[src/inc/fws_pkg.sv]
// Purpose: shared constants and types for the flash status-polling host controller
// Assumes: 8-bit parallel flash bus, 32-bit classic Wishbone register port
// Notes:   register offsets are byte addresses; every register sits in one aligned word
`default_nettype none
package fws_pkg;
    // register byte offsets
    localparam logic [4:0] REG_OP    = 5'h00;
    localparam logic [4:0] REG_ADDR  = 5'h04;
    localparam logic [4:0] REG_WDATA = 5'h08;
    localparam logic [4:0] REG_STAT  = 5'h0C;
    localparam logic [4:0] REG_CFG   = 5'h10;
    localparam int         REG_LSB   = 5;        // first address bit above the map
    // operation codes written to the op register
    localparam logic [2:0] OP_WRITE = 3'h1;
    localparam logic [2:0] OP_READ  = 3'h2;
    localparam logic [2:0] OP_POLL  = 3'h3;
    localparam logic [2:0] OP_RESET = 3'h4;
    localparam logic [2:0] OP_SADD  = 3'h5;
    localparam logic [2:0] OP_ABORT = 3'h6;
    // status bit positions on the flash data bus
    localparam int BIT_POLLING = 7;
    localparam int BIT_TOGGLE  = 6;
    localparam int BIT_TIMEOUT = 5;
    localparam int BIT_WINDOW  = 3;
    localparam int BIT_SECTOR  = 2;
    localparam logic [7:0] CMD_RESET = 8'hF0;
    // status register field positions
    localparam int ST_BUSY    = 0;
    localparam int ST_OK      = 1;
    localparam int ST_FAIL    = 2;
    localparam int ST_ABORTED = 3;
    localparam int ST_WINDOW  = 4;
    localparam int ST_MAYREJ  = 5;
    localparam int ST_REJPRE  = 6;
    localparam int ST_STALE   = 7;
    localparam int ST_RDATA   = 8;
    // gap allowed between extra sector erase commands
    localparam int GAP_US      = 50;
    localparam int CLK_MHZ     = 250;
    localparam int GAP_CYC_DEF = GAP_US * CLK_MHZ;
    // flash bus cycle shape, in clock cycles
    localparam int SETUP_CYC_DEF = 2;
    localparam int PULSE_CYC_DEF = 4;
    localparam int RECOV_CYC_DEF = 2;
    typedef enum logic [3:0] {
        ST_IDLE, ST_WR, ST_RD, ST_T1, ST_T2, ST_T3, ST_RST, ST_WPRE, ST_WCMD, ST_WPOST
    } fws_state_e;
    typedef enum logic [1:0] {
        PH_IDLE, PH_SETUP, PH_STROBE, PH_RECOV
    } fws_phase_e;
endpackage
`default_nettype wire

[src/inc/fws_cyc_if.sv]
// Purpose: request/answer channel between the sequencer and the bus cycle engine
// Assumes: req is a level held while more flash cycles are wanted
// Notes:   done is a one-cycle pulse; rdata is valid with it on read cycles
`timescale 1ns/1ps
`default_nettype none
interface fws_cyc_if #(
    parameter int AW = 18,
    parameter int DW = 8
);
    logic          req;
    logic          we;
    logic [AW-1:0] addr;
    logic [DW-1:0] wdata;
    logic [DW-1:0] rdata;
    logic          done;
    modport ctl (output req, output we, output addr, output wdata, input rdata, input done);
    modport eng (input req, input we, input addr, input wdata, output rdata, output done);
endinterface
`default_nettype wire

[src/rtl/fws_bus_cycle.sv]
// Purpose: run one flash read or write cycle on the parallel pins per request
// Assumes: flash data inputs synchronous to clk_i
// Notes:   every read is framed by both chip select and output strobe
`timescale 1ns/1ps
`default_nettype none
module fws_bus_cycle #(
    parameter int AW        = 18,
    parameter int DW        = 8,
    parameter int SETUP_CYC = fws_pkg::SETUP_CYC_DEF,
    parameter int PULSE_CYC = fws_pkg::PULSE_CYC_DEF,
    parameter int RECOV_CYC = fws_pkg::RECOV_CYC_DEF
) (
    input  wire logic          clk_i,
    input  wire logic          rst_i,
    fws_cyc_if.eng             cif,
    output logic [AW-1:0]      fl_addr_o,
    output logic [DW-1:0]      fl_dq_o,
    output logic               fl_dq_oe_o,
    input  wire logic [DW-1:0] fl_dq_i,
    output logic               fl_ce_n_o,
    output logic               fl_oe_n_o,
    output logic               fl_we_n_o
);
    localparam logic [3:0] SETUP_LD = 4'(SETUP_CYC - 1);
    localparam logic [3:0] PULSE_LD = 4'(PULSE_CYC - 1);
    localparam logic [3:0] RECOV_LD = 4'(RECOV_CYC - 1);

    fws_pkg::fws_phase_e phase_reg;
    logic [3:0]          cnt_reg;
    logic                we_reg;
    logic [DW-1:0]       rdata_reg;
    logic                done_reg;

    // done blocks a restart so a stale request level is never taken twice
    wire start    = cif.req && !done_reg;
    wire cnt_zero = (cnt_reg == 4'h0);

    assign cif.rdata = rdata_reg;
    assign cif.done  = done_reg;

    // cycle sequencer: setup, strobe, recovery with all strobes high
    always_ff @(posedge clk_i) begin
        if (rst_i) begin
            phase_reg  <= fws_pkg::PH_IDLE;
            cnt_reg    <= 4'h0;
            we_reg     <= 1'b0;
            rdata_reg  <= '0;
            done_reg   <= 1'b0;
            fl_addr_o  <= '0;
            fl_dq_o    <= '0;
            fl_dq_oe_o <= 1'b0;
            fl_ce_n_o  <= 1'b1;
            fl_oe_n_o  <= 1'b1;
            fl_we_n_o  <= 1'b1;
        end else begin
            done_reg <= 1'b0;
            case (phase_reg)
                fws_pkg::PH_IDLE: begin
                    if (start) begin
                        fl_addr_o  <= cif.addr;
                        fl_dq_o    <= cif.wdata;
                        fl_dq_oe_o <= cif.we;
                        we_reg     <= cif.we;
                        fl_ce_n_o  <= 1'b0;
                        cnt_reg    <= SETUP_LD;
                        phase_reg  <= fws_pkg::PH_SETUP;
                    end
                end
                fws_pkg::PH_SETUP: begin
                    if (cnt_zero) begin
                        fl_we_n_o <= !we_reg;
                        fl_oe_n_o <= we_reg;
                        cnt_reg   <= PULSE_LD;
                        phase_reg <= fws_pkg::PH_STROBE;
                    end else begin
                        cnt_reg <= cnt_reg - 4'h1;
                    end
                end
                fws_pkg::PH_STROBE: begin
                    if (cnt_zero) begin
                        if (!we_reg) begin
                            rdata_reg <= fl_dq_i;      // sampled while strobe still low
                        end
                        fl_we_n_o <= 1'b1;
                        fl_oe_n_o <= 1'b1;
                        fl_ce_n_o <= 1'b1;
                        cnt_reg   <= RECOV_LD;
                        phase_reg <= fws_pkg::PH_RECOV;
                    end else begin
                        cnt_reg <= cnt_reg - 4'h1;
                    end
                end
                fws_pkg::PH_RECOV: begin
                    if (cnt_zero) begin
                        fl_dq_oe_o <= 1'b0;            // data held past the rising strobe
                        done_reg   <= 1'b1;
                        phase_reg  <= fws_pkg::PH_IDLE;
                    end else begin
                        cnt_reg <= cnt_reg - 4'h1;
                    end
                end
                default: phase_reg <= fws_pkg::PH_IDLE;
            endcase
        end
    end
endmodule
`default_nettype wire

[src/rtl/fws_host.sv]
// Purpose: host controller that polls write status of a parallel flash and recovers from failures
// Assumes: software drives it over classic Wishbone; flash pins synchronous to clk_i
// Notes:   one operation at a time; only abort is taken while busy
//
// What this block does
// - host polls at a valid sector/program address
// - host reads twice, compares, done if equal
// - toggling with timeout bit: recheck, then reset
// - leaving polling restarts at first double read
// - after timeout, reset command restores array read
// - skip window check only under 50 us gaps (this block never skips it; a stale flag marks gaps past the limit)
// - host checks window before and after sector adds
//
// The placing of the registers and register access over Wishbone were left to the implementer.
`timescale 1ns/1ps
`default_nettype none
module fws_host #(
    parameter int          FA_W      = 18,
    parameter int          DQ_W      = 8,
    parameter int          WB_AW     = 8,
    parameter int unsigned GAP_CYC   = fws_pkg::GAP_CYC_DEF,
    parameter int          SETUP_CYC = fws_pkg::SETUP_CYC_DEF,
    parameter int          PULSE_CYC = fws_pkg::PULSE_CYC_DEF,
    parameter int          RECOV_CYC = fws_pkg::RECOV_CYC_DEF
) (
    input  wire logic             clk_i,
    input  wire logic             rst_i,
    input  wire logic             wb_cyc_i,
    input  wire logic             wb_stb_i,
    input  wire logic             wb_we_i,
    input  wire logic [WB_AW-1:0] wb_adr_i,
    input  wire logic [31:0]      wb_dat_i,
    input  wire logic [3:0]       wb_sel_i,
    output logic [31:0]           wb_dat_o,
    output logic                  wb_ack_o,
    output logic [FA_W-1:0]       fl_addr_o,
    output logic [DQ_W-1:0]       fl_dq_o,
    output logic                  fl_dq_oe_o,
    input  wire logic [DQ_W-1:0]  fl_dq_i,
    output logic                  fl_ce_n_o,
    output logic                  fl_oe_n_o,
    output logic                  fl_we_n_o
);
    localparam int GAP_W = $clog2(GAP_CYC + 1);
    localparam logic [GAP_W-1:0] GAP_LIM = GAP_W'(GAP_CYC);

    fws_cyc_if #(.AW(FA_W), .DW(DQ_W)) cif ();

    fws_bus_cycle #(
        .AW        (FA_W),
        .DW        (DQ_W),
        .SETUP_CYC (SETUP_CYC),
        .PULSE_CYC (PULSE_CYC),
        .RECOV_CYC (RECOV_CYC)
    ) u_cycle (
        .clk_i      (clk_i),
        .rst_i      (rst_i),
        .cif        (cif),
        .fl_addr_o  (fl_addr_o),
        .fl_dq_o    (fl_dq_o),
        .fl_dq_oe_o (fl_dq_oe_o),
        .fl_dq_i    (fl_dq_i),
        .fl_ce_n_o  (fl_ce_n_o),
        .fl_oe_n_o  (fl_oe_n_o),
        .fl_we_n_o  (fl_we_n_o)
    );

    // software registers
    logic [FA_W-1:0] addr_reg;
    logic [DQ_W-1:0] wdata_reg;
    logic            sel_sector_reg;
    logic [DQ_W-1:0] last_rd_reg;
    logic            ack_reg;
    logic [31:0]     dat_o_reg;
    // sequencer state
    fws_pkg::fws_state_e state_reg, state_next;
    logic            prev_reg, prev_next;
    logic            ok_reg, ok_next;
    logic            fail_reg, fail_next;
    logic            aborted_reg, aborted_next;
    logic            abort_reg, abort_next;
    logic            win_reg, win_next;
    logic            mayrej_reg, mayrej_next;
    logic            rejpre_reg, rejpre_next;
    logic [GAP_W-1:0] gap_reg, gap_next;
    logic            req_reg;
    logic            cyc_we_reg;
    logic [FA_W-1:0] cyc_addr_reg;
    logic [DQ_W-1:0] cyc_wdata_reg;

    // bus decode: one-cycle answer, unmapped reads return zero and writes drop
    wire take     = wb_cyc_i && wb_stb_i && !ack_reg;
    wire wr_take  = take && wb_we_i;
    wire in_map   = (wb_adr_i[WB_AW-1:fws_pkg::REG_LSB] == '0);
    wire [4:0] ofs = wb_adr_i[4:0];
    wire hit_op   = in_map && (ofs == fws_pkg::REG_OP);
    wire hit_addr = in_map && (ofs == fws_pkg::REG_ADDR);
    wire hit_wdat = in_map && (ofs == fws_pkg::REG_WDATA);
    wire hit_stat = in_map && (ofs == fws_pkg::REG_STAT);
    wire hit_cfg  = in_map && (ofs == fws_pkg::REG_CFG);
    wire op_wr    = wr_take && hit_op && wb_sel_i[0];
    wire [2:0] op = wb_dat_i[2:0];
    wire busy     = (state_reg != fws_pkg::ST_IDLE);
    wire [31:0] lane_mask = {{8{wb_sel_i[3]}}, {8{wb_sel_i[2]}}, {8{wb_sel_i[1]}}, {8{wb_sel_i[0]}}};
    wire [FA_W-1:0] addr_mask = lane_mask[FA_W-1:0];
    wire [FA_W-1:0] addr_wr = (addr_reg & ~addr_mask) | (wb_dat_i[FA_W-1:0] & addr_mask);

    // status read back; busy and all flags come from the sequencer itself
    logic [7:0] stat_bits;
    always_comb begin
        stat_bits                       = 8'h00;
        stat_bits[fws_pkg::ST_BUSY]    = busy;
        stat_bits[fws_pkg::ST_OK]      = ok_reg;
        stat_bits[fws_pkg::ST_FAIL]    = fail_reg;
        stat_bits[fws_pkg::ST_ABORTED] = aborted_reg;
        stat_bits[fws_pkg::ST_WINDOW]  = win_reg;
        stat_bits[fws_pkg::ST_MAYREJ]  = mayrej_reg;
        stat_bits[fws_pkg::ST_REJPRE]  = rejpre_reg;
        stat_bits[fws_pkg::ST_STALE]   = (gap_reg == GAP_LIM);
    end
    wire [31:0] stat_word = {{(24 - DQ_W){1'b0}}, last_rd_reg, stat_bits};
    wire [31:0] rd_mux = hit_addr ? {{(32 - FA_W){1'b0}}, addr_reg} :
                         hit_wdat ? {{(32 - DQ_W){1'b0}}, wdata_reg} :
                         hit_stat ? stat_word :
                         hit_cfg  ? {31'h0, sel_sector_reg} : 32'h0000_0000;

    // poll bit: primary toggle bit, or sector toggle bit for per-sector erase status
    wire tog_bit  = sel_sector_reg ? cif.rdata[fws_pkg::BIT_SECTOR] : cif.rdata[fws_pkg::BIT_TOGGLE];
    wire same     = (tog_bit == prev_reg);
    wire tmo_bit  = cif.rdata[fws_pkg::BIT_TIMEOUT];
    wire win_bit  = cif.rdata[fws_pkg::BIT_WINDOW];
    wire done     = cif.done;

    // sequencer: next state and result flags
    always_comb begin
        state_next   = state_reg;
        prev_next    = prev_reg;
        ok_next      = ok_reg;
        fail_next    = fail_reg;
        aborted_next = aborted_reg;
        abort_next   = abort_reg || (op_wr && busy && (op == fws_pkg::OP_ABORT));
        win_next     = win_reg;
        mayrej_next  = mayrej_reg;
        rejpre_next  = rejpre_reg;
        case (state_reg)
            fws_pkg::ST_IDLE: begin
                abort_next = 1'b0;
                if (op_wr && (op != fws_pkg::OP_ABORT) && (op != 3'h0) && (op != 3'h7)) begin
                    ok_next      = 1'b0;
                    fail_next    = 1'b0;
                    aborted_next = 1'b0;
                    mayrej_next  = 1'b0;
                    rejpre_next  = 1'b0;
                    case (op)
                        fws_pkg::OP_WRITE: state_next = fws_pkg::ST_WR;
                        fws_pkg::OP_READ:  state_next = fws_pkg::ST_RD;
                        fws_pkg::OP_POLL:  state_next = fws_pkg::ST_T1;
                        fws_pkg::OP_RESET: state_next = fws_pkg::ST_RST;
                        fws_pkg::OP_SADD:  state_next = fws_pkg::ST_WPRE;
                        default:           state_next = fws_pkg::ST_IDLE;
                    endcase
                end
            end
            fws_pkg::ST_WR, fws_pkg::ST_RD: begin
                if (done) begin
                    ok_next    = 1'b1;
                    state_next = fws_pkg::ST_IDLE;
                end
            end
            fws_pkg::ST_T1: begin
                if (done) begin
                    prev_next  = tog_bit;
                    state_next = fws_pkg::ST_T2;
                end
            end
            fws_pkg::ST_T2: begin
                if (done) begin
                    prev_next = tog_bit;
                    if (same) begin
                        ok_next    = 1'b1;
                        state_next = fws_pkg::ST_IDLE;
                    end else if (tmo_bit) begin
                        state_next = fws_pkg::ST_T3;
                    end else if (abort_reg) begin
                        aborted_next = 1'b1;
                        state_next   = fws_pkg::ST_IDLE;
                    end
                end
            end
            fws_pkg::ST_T3: begin
                if (done) begin
                    if (same) begin
                        ok_next    = 1'b1;
                        state_next = fws_pkg::ST_IDLE;
                    end else begin
                        fail_next  = 1'b1;
                        state_next = fws_pkg::ST_RST;
                    end
                end
            end
            fws_pkg::ST_RST: begin
                if (done) begin
                    ok_next    = !fail_reg;
                    state_next = fws_pkg::ST_IDLE;
                end
            end
            fws_pkg::ST_WPRE: begin
                if (done) begin
                    win_next = win_bit;
                    if (win_bit) begin
                        rejpre_next = 1'b1;
                        state_next  = fws_pkg::ST_IDLE;
                    end else begin
                        state_next = fws_pkg::ST_WCMD;
                    end
                end
            end
            fws_pkg::ST_WCMD: begin
                if (done) begin
                    state_next = fws_pkg::ST_WPOST;
                end
            end
            fws_pkg::ST_WPOST: begin
                if (done) begin
                    win_next    = win_bit;
                    mayrej_next = win_bit;
                    ok_next     = !win_bit;
                    state_next  = fws_pkg::ST_IDLE;
                end
            end
            default: state_next = fws_pkg::ST_IDLE;
        endcase
    end

    // the window check is never skipped; the stale flag tells software the gap ran past the limit
    assign gap_next = (state_reg == fws_pkg::ST_WCMD && done) ? '0 :
                      (gap_reg == GAP_LIM) ? gap_reg : gap_reg + 1'b1;

    // cycle request follows the next state; all polls use the software address
    wire nx_cyc   = (state_next != fws_pkg::ST_IDLE);
    wire nx_rst   = (state_next == fws_pkg::ST_RST);
    wire nx_we    = nx_rst || (state_next == fws_pkg::ST_WR) || (state_next == fws_pkg::ST_WCMD);
    wire [FA_W-1:0] nx_addr = nx_rst ? '0 : addr_reg;
    wire [DQ_W-1:0] nx_wdat = nx_rst ? fws_pkg::CMD_RESET : wdata_reg;

    assign cif.req   = req_reg;
    assign cif.we    = cyc_we_reg;
    assign cif.addr  = cyc_addr_reg;
    assign cif.wdata = cyc_wdata_reg;
    assign wb_ack_o  = ack_reg;
    assign wb_dat_o  = dat_o_reg;

    // bus slave registers
    always_ff @(posedge clk_i) begin
        if (rst_i) begin
            ack_reg        <= 1'b0;
            dat_o_reg      <= 32'h0000_0000;
            addr_reg       <= '0;
            wdata_reg      <= '0;
            sel_sector_reg <= 1'b0;
        end else begin
            ack_reg <= take;
            if (take && !wb_we_i) begin
                dat_o_reg <= rd_mux;
            end
            if (wr_take && hit_addr && !busy) begin
                addr_reg <= addr_wr;                   // frozen while busy so polls stay on one address
            end
            if (wr_take && hit_wdat && wb_sel_i[0] && !busy) begin
                wdata_reg <= wb_dat_i[DQ_W-1:0];
            end
            if (wr_take && hit_cfg && wb_sel_i[0] && !busy) begin
                sel_sector_reg <= wb_dat_i[0];
            end
        end
    end

    // sequencer registers
    always_ff @(posedge clk_i) begin
        if (rst_i) begin
            state_reg     <= fws_pkg::ST_IDLE;
            prev_reg      <= 1'b0;
            ok_reg        <= 1'b0;
            fail_reg      <= 1'b0;
            aborted_reg   <= 1'b0;
            abort_reg     <= 1'b0;
            win_reg       <= 1'b0;
            mayrej_reg    <= 1'b0;
            rejpre_reg    <= 1'b0;
            gap_reg       <= '0;
            req_reg       <= 1'b0;
            cyc_we_reg    <= 1'b0;
            cyc_addr_reg  <= '0;
            cyc_wdata_reg <= '0;
            last_rd_reg   <= '0;
        end else begin
            state_reg     <= state_next;
            prev_reg      <= prev_next;
            ok_reg        <= ok_next;
            fail_reg      <= fail_next;
            aborted_reg   <= aborted_next;
            abort_reg     <= abort_next;
            win_reg       <= win_next;
            mayrej_reg    <= mayrej_next;
            rejpre_reg    <= rejpre_next;
            gap_reg       <= gap_next;
            req_reg       <= nx_cyc;
            cyc_we_reg    <= nx_we;
            cyc_addr_reg  <= nx_addr;
            cyc_wdata_reg <= nx_wdat;
            if (done && !cyc_we_reg) begin
                last_rd_reg <= cif.rdata;
            end
        end
    end
endmodule
`default_nettype wire

[config.mk]
export PLATFORM = sky130hd
export DESIGN_NAME = fws_host
export DESIGN_NICKNAME = d
export VERILOG_FILES = /design/src/inc/fws_pkg.sv /design/src/inc/fws_cyc_if.sv /design/src/rtl/fws_bus_cycle.sv /design/src/rtl/fws_host.sv
export SDC_FILE = /design/constraint.sdc
export NUM_CORES = 1
export LEC_CHECK = 0
export BUFFER_PORTS_ARGS = -buffer_cell sky130_fd_sc_hd__buf_2
export CAP_MARGIN = 20
export CORE_MARGIN = 2
export CORE_UTILIZATION = 44
export CTS_BUF_LIST = sky130_fd_sc_hd__clkbuf_16
export DETAILED_ROUTE_END_ITERATION = 10
export GPL_TIMING_DRIVEN = 0
export HOLD_SLACK_MARGIN = 0.06
export PLACE_DENSITY = 0.75
export SETUP_SLACK_MARGIN = 0.4
export SLEW_MARGIN = 20
export SYNTH_ARGS = -nofsm -noshare
export SYNTH_HDL_FRONTEND = slang
export SYNTH_SLANG_ARGS = --single-unit
[constraint.sdc]
create_clock -name clk_i -period 2.5 [get_ports clk_i]
set_input_delay 0.125 -clock clk_i [delete_from_list [all_inputs] [get_ports clk_i]]
set_output_delay 0.125 -clock clk_i [all_outputs]
set_load 0.01 [all_outputs]
# Word-level counts from Yosys, hierarchy flattened
# Index checks and enable logic that the tools add are counted.
# op_classes
reduce_logical,77
eq_ne,48
n_addsub,2
n_bitwise,6
mux,61
# ops
op,count
$mux W4,15
$and A18 B18 Y18,2
$mux W16,2
$pmux W4 S7,1
$logic_and A1 B1 Y1,27
$ne A2 B1 Y1 const B,13
$mux W1,24
$eq A4 B3 Y1 const B,5
$mux W18,1
$not A18 Y18,1
$or A18 B18 Y18,1
$pmux W1 S2,8
$pmux W4 S4,1
$reduce_or A2 Y1,8
$pmux W3 S5,1
$reduce_and A3 Y1,5
$add A14 B1 Y14 const B,1
$eq A14 B14 Y1 const B,1
$reduce_bool A2 Y1,7
$eq A4 B4 Y1 const B,3
$ne A2 B2 Y1 const B,6
$reduce_and A4 Y1,3
$eq A5 B4 Y1 const B,2
$eq A3 B3 Y1 const B,3
30 further kinds,53
# word_totals
reg_bits,168
word_cells,226

# Depth between registers and ports, before layout
# logic_depth
ltp_word,13
ltp_mapped,8
depth_no_buf,8

# Hierarchy
# Synthesis repeated with hierarchy kept, for this count alone.
# unflattened
hier_cells,721
area_unflattened_um2,6429.9
# by_module_without_submodules
module,cells_each,seq_area_each_um2,area_each_um2,instances
fws_host,503,2162.1,4605.7,1
fws_bus_cycle,218,920.9,1824.2,1

# Worst setup path after synthesis
# Ideal clock, no wire load.
# synth_path
path_kind,flip-flop to flip-flop
from,register sel_sector_reg
to,"register cyc_we_reg, in the netlist cif.we"
t_required_ns,2.426
n_path_buf,0
path_stages_with_launch,7
path_slack_ns,0.336
arrival_ns,2.089
period_less_slack_ns,2.164
cell_sequence,dfxtp_1 mux2i_1 mux2i_2 o32a_2 o21ai_4 or4_2 a31oi_2
# synth_via
elab_chain_cells,8
elab_cells_between_ends,12
classes_between,eq/ne (4); mux (6); reduce/logical (2)
# synth_lines
item,line,rtl
"start, declared",fws_host.sv:71,logic sel_sector_reg;
"start signal, assigned",fws_host.sv:273,sel_sector_reg <= wb_dat_i[0];
$mux W1 (*),fws_host.sv:128,wire tog_bit = sel_sector_reg ? cif.rdata[fws_pkg::BIT_SECTOR] : cif.rdata[fws_pkg::BIT_TOGGLE];
$eq A1 B1 Y1 (*),fws_host.sv:129,wire same = (tog_bit == prev_reg);
$mux W4 / $mux W3 (equally long branches),"fws_host.sv:179, fws_host.sv:192",
"$mux W4, on equally long branches","fws_host.sv:177, fws_host.sv:191",
$pmux W4 S7 (*),fws_host.sv:145,case (state_reg)
$eq A4 B3 Y1 / $eq A4 B1 Y1 (equally long branches),"fws_host.sv:241, fws_host.sv:242",
$logic_or A1 B1 Y1,fws_host.sv:242,wire nx_we = nx_rst || (state_next == fws_pkg::ST_WR) || (state_next == fws_pkg::ST_WCMD);
$logic_or A1 B1 Y1 (*),fws_host.sv:242,
"end signal, assigned",fws_host.sv:308,cyc_we_reg <= nx_we;
"end, declared",fws_host.sv:87,logic cyc_we_reg;
# Every way passes the cells marked *; elsewhere a longest branch is shown, timed or not.
# A chain may end at the register's enable or synchronous reset.

# Final worst setup path
# layout_path
from,register state_reg[2]
to,"register cyc_wdata_reg[2], in the netlist cif.wdata[2]"
# layout_via
elab_chain_cells,7
elab_cells_between_ends,24
classes_between,eq/ne (10); mux (11); reduce/logical (3)
# layout_lines
item,line,rtl
"start, declared",fws_host.sv:76,"fws_pkg::fws_state_e state_reg, state_next;"
"start signal, assigned",fws_host.sv:281,state_reg <= fws_pkg::ST_IDLE;
"start signal, assigned",fws_host.sv:297,state_reg <= state_next;
$mux W4,fws_host.sv:184,end else if (abort_reg) begin
$mux W4,fws_host.sv:182,end else if (tmo_bit) begin
$mux W4,fws_host.sv:179,if (same) begin
$mux W4,fws_host.sv:177,if (done) begin
$pmux W4 S7 (*),fws_host.sv:145,
$eq A4 B3 Y1 (*),fws_host.sv:241,wire nx_rst = (state_next == fws_pkg::ST_RST);
$reduce_or A2 Y1 (no source line) (*),-,
"end signal, assigned",fws_host.sv:310,cyc_wdata_reg <= nx_wdat;
"end, declared",fws_host.sv:89,logic [DQ_W-1:0] cyc_wdata_reg;
# Marked as above.

==> metrics.md <==
| Metric | Value |
|---|---|
| Setup crit end | `cif.wdata[2]$_SDFF_PP0_` |
| Share of layout cells above drive strength 1 | `23.12%` |
| Number of cells on the critical path | `8` |
| Pwr/cell area | `686.7 nW/um^2` |
| Clock Root Buffer | `clkbuf_16` |
| Reg2Reg Depth | `8` |
| Initial core utilization | `45.38%` |
| Layout Area Growth over Synthesis | `28.24%` |
| Setup Total Neg Slack | `0 ns` |
| GRT overflow | `0` |
| Sequential share of power | `45.6%` |
| Status | `complete, no violations` |
| Final nets | `931` |
| CP top delay family | `simple AND/OR/NAND/NOR gates` |
| Fmax | `444.6 MHz` |
| Longest Clk Path Bufs | `2` |
| Ys flop type | `dfxtp_1` |
| DRT Wirelength | `17210 um` |
| Wire length per cell | `16.25 um` |
| Most frequent cells after synthesis | `154 x dfxtp_1, 99 x nand2_1, 90 x nor2_1` |
| Worst-margin pin slew | `0.6732 ns` |
| R2r setup slk | `0.25 ns` |
| Sequential area share after synthesis | `48.75%` |
| Hold Vio Cnt, Final | `0` |
| Fin crit period | `2.249 ns` |
| DRC Markers | `0` |
| Initial antenna violation count | `0` |
| Clk sinks | `154` |
| Chip Width | `123.9 um` |
| Cts bufs inserted | `17` |
| H-tree depth | `4` |
| Switching portion of total power | `24.81%` |
| Critical Path Start Type | `flip-flop` |
| # IOs | `120` |
| Critical Path AT | `2.55 ns` |
| Antenna viol nets, final | `0` |
| Mapped Cells | `707` |
| Synth Cell Area | `6324 um^2` |
| Pre-CTS setup slack | `0.005273 ns` |
| Critical Path Start | `state_reg[2]$_SDFF_PP0_` |
| DRT Pass-1 Iters | `5` |
| Worst skew pair latency | `0.43 ns` |
| Fin util | `58.19%` |
| First-pass GRT wire length | `26850 um` |
| Unrepaired setup endpoints after global routing | `true` |
| Routed vias/inst | `5.364` |
| FP Rows | `43` |
| Worst Path Buf+Inv | `2` |
| Vias in the first global route | `5346` |
| Setup CP Type | `reg -> reg` |
| Reg-to-Reg Start | `state_reg[2]$_SDFF_PP0_` |
| Largest cells by area after synthesis | `dfxtp_1 49%, nand2_1 5.9%, mux2i_1 5.9%` |
| Post-synth ARST share | `0%` |
| Worst Hold Class | `in -> reg` |
| Routed vias | `5680` |
| Power share of the clock group | `44.1%` |
| Mean post-synth cell area | `8.944 um^2` |
| Synth cell types | `66` |
| Leak pwr | `3.155 nW` |
| Placed wire-length estimate | `11760 um` |
| Max Slew Vio Count | `0` |
| Final GP Congestion | `0.9479` |
| Worst vdd ir | `0.5388 mV` |
| RR Endpoint | `cif.wdata[2]$_SDFF_PP0_` |
| PortBufs | `88` |
| Crit path max fanout | `6` |
| Total power draw | `5.569 mW` |
| Worst slew margin | `55.12%` |
| Fin worst setup slack | `0.2507 ns` |
| FF+latch count, synth | `154` |
| Yosys warning total | `0` |
| Slowest stage delay, CP | `0.43 ns` |
| Yosys top cell area share | `48.75%` |
| DP Cell Count | `988` |
| Slowest cell on crit path | `or4_4` |
| Setup Viol. Count Final | `0` |
| Core area | `13930 um^2` |
| Max-Cap Viols | `0` |
| Largest net degree at the start of global routing | `17` |
| Gate power share | `10.2%` |
| Initial DRC count | `515` |
| Global Route Usage Sum | `22.90%` |
| Fin Clk Skew | `0.01206 ns` |
| Die H | `123.9 um` |
| Non-filler cells, final | `1059` |
| Top-count cell post-synth | `dfxtp_1` |
| Switch Pwr | `1.381 mW` |
| CP Capture Type | `flip-flop` |
| CP Cell Sequence | `nor4_4 -> nand2_2 -> or4_4 -> buf_6 -> o21ai_4 -> nand3_4 -> buf_8 -> and3_1` |
| Die area | `15350 um^2` |
| CP required | `2.80 ns` |
| Number of synthesized flops with an enable pin | `0` |
| Largest area contributor in the netlist | `dfxtp_1` |
| P_int | `4.187 mW` |
| CTS tree | `built` |
| Fin crit share | `89.97%` |
| CTS clk-pin slew, worst paths | `0.06 ns` |
## power by group through the flow
stage	combinational [mW]	clock, mW	sequential, mW
after floorplan	0.355	0	2.60
after global placement	0.502	0	2.59
after global routing	0.631	2.59	2.55
final	0.569	2.46	2.54
after detailed placement	0.514	0	2.59
after CTS	0.557	2.47	2.54
## worst reg2reg max path, delay by kind of cell (launching register included)
kind	cells	cell delay, ns
compound gates	1	0.22
flops	1	0.35
simple gates	5	1.25
buf+inv	2	0.33
## per-layer routing
layer | routed length [um] | track usage, % | vias up | part of all wire, %
li1 | - | - | 2745 | -
met1 | 7422 | 29.45 | 2658 | 43
met2 | 8217 | 37.12 | 241 | 48
met3 | 1118 | 5.403 | 36 | 6.5
met4 | 450 | 9.091 | 0 | 2.6
met5 | 0 | 0 | - | 0
## final cells by class
class	count	area, um^2
Antenna cell	1	2.502
Buffer	55	309.0
Clock buffer	17	425.4
Clock inverter	15	133.9
Fill cell	1219	5826
Inverter	18	67.56
Multi-Input combinational cell	494	3047
Sequential cell	154	3088
Tap cell	180	225.2
Timing Repair Buffer	125	810.8
## stage by stage
stage	hold slack (ns)	cell area [um^2]
final	0.05083	8109
after global routing	0.06182	8107
after CTS	0.03565	7990
after detailed placement	0.3680	7048
after global placement	0.3607	7048
after floorplan	0.2722	6382
## kinds of logic after synthesis
logic type / share of synthesized area, %
buffers and inverters: 5.599
muxes: 6.074
and+or+nand+nor: 22.38
xor gates and xnor gates: 1.662
adders and majority gates: 1.939
DFF: 48.75
AOI/OAI and AO/OA: 13.53
other: 0.05930
## how the worst min path moves through the flow
stage / from / endpoint / slack, ns / cells past startpoint
6_report: wb_dat_i[2] / flip-flop / 0.05 / 3
5_1_grt: wb_dat_i[2] / flip-flop / 0.06 / 3
4_1_cts: wb_dat_i[2] / flip-flop / 0.04 / 3
3_5_place_dp: fl_dq_i[1] / u_cycle.cif.rdata[1]$_SDFFE_PP0P_ / 0.37 / 3
3_3_place_gp: fl_dq_i[6] / u_cycle.cif.rdata[6]$_SDFFE_PP0P_ / 0.36 / 3
2_1_floorplan: fl_dq_i[0] / u_cycle.cif.rdata[0]$_SDFFE_PP0P_ / 0.27 / 2
## layout by cell type (no fill, tap or decap), types with 5 or more instances in the layout
cell type      synthesis  final
nand3_1               19     19
nor2_1                90     88
conb_1                 1     14
a31oi_1                6      5
nor2b_1                5      5
nor3_1                 8      7
clkbuf_16              0     18
ha_1                   9      9
nand2_1               99     99
a22oi_1                8      8
and3_1                20     20
and3_2                 7      7
a211oi_1              19     19
buf_4                 14     25
a222oi_1               7      7
dfxtp_1              154    150
xor2_1                10     10
buf_2                  2     89
nand2b_1               6      6
clkbuf_2               0      7
dlygate4sd3_1          0     25
a21oi_1               54     53
o21ai_0                9      9
mux2i_1               37     36
inv_1                 18     19
clkbuf_1              36     28
## what timing repair did
item | CTS | global route
endpoints found under the hold margin | 32 | 0
endpoints found under the setup margin | 79 | 89
hold buffers | 25 | 0
setup buffers | 6 | 5
gates resized for setup | 17 | 24
gates cloned | 1 | 1
pin swaps | 6 | 5
Power figures use the tool's default switching activity.
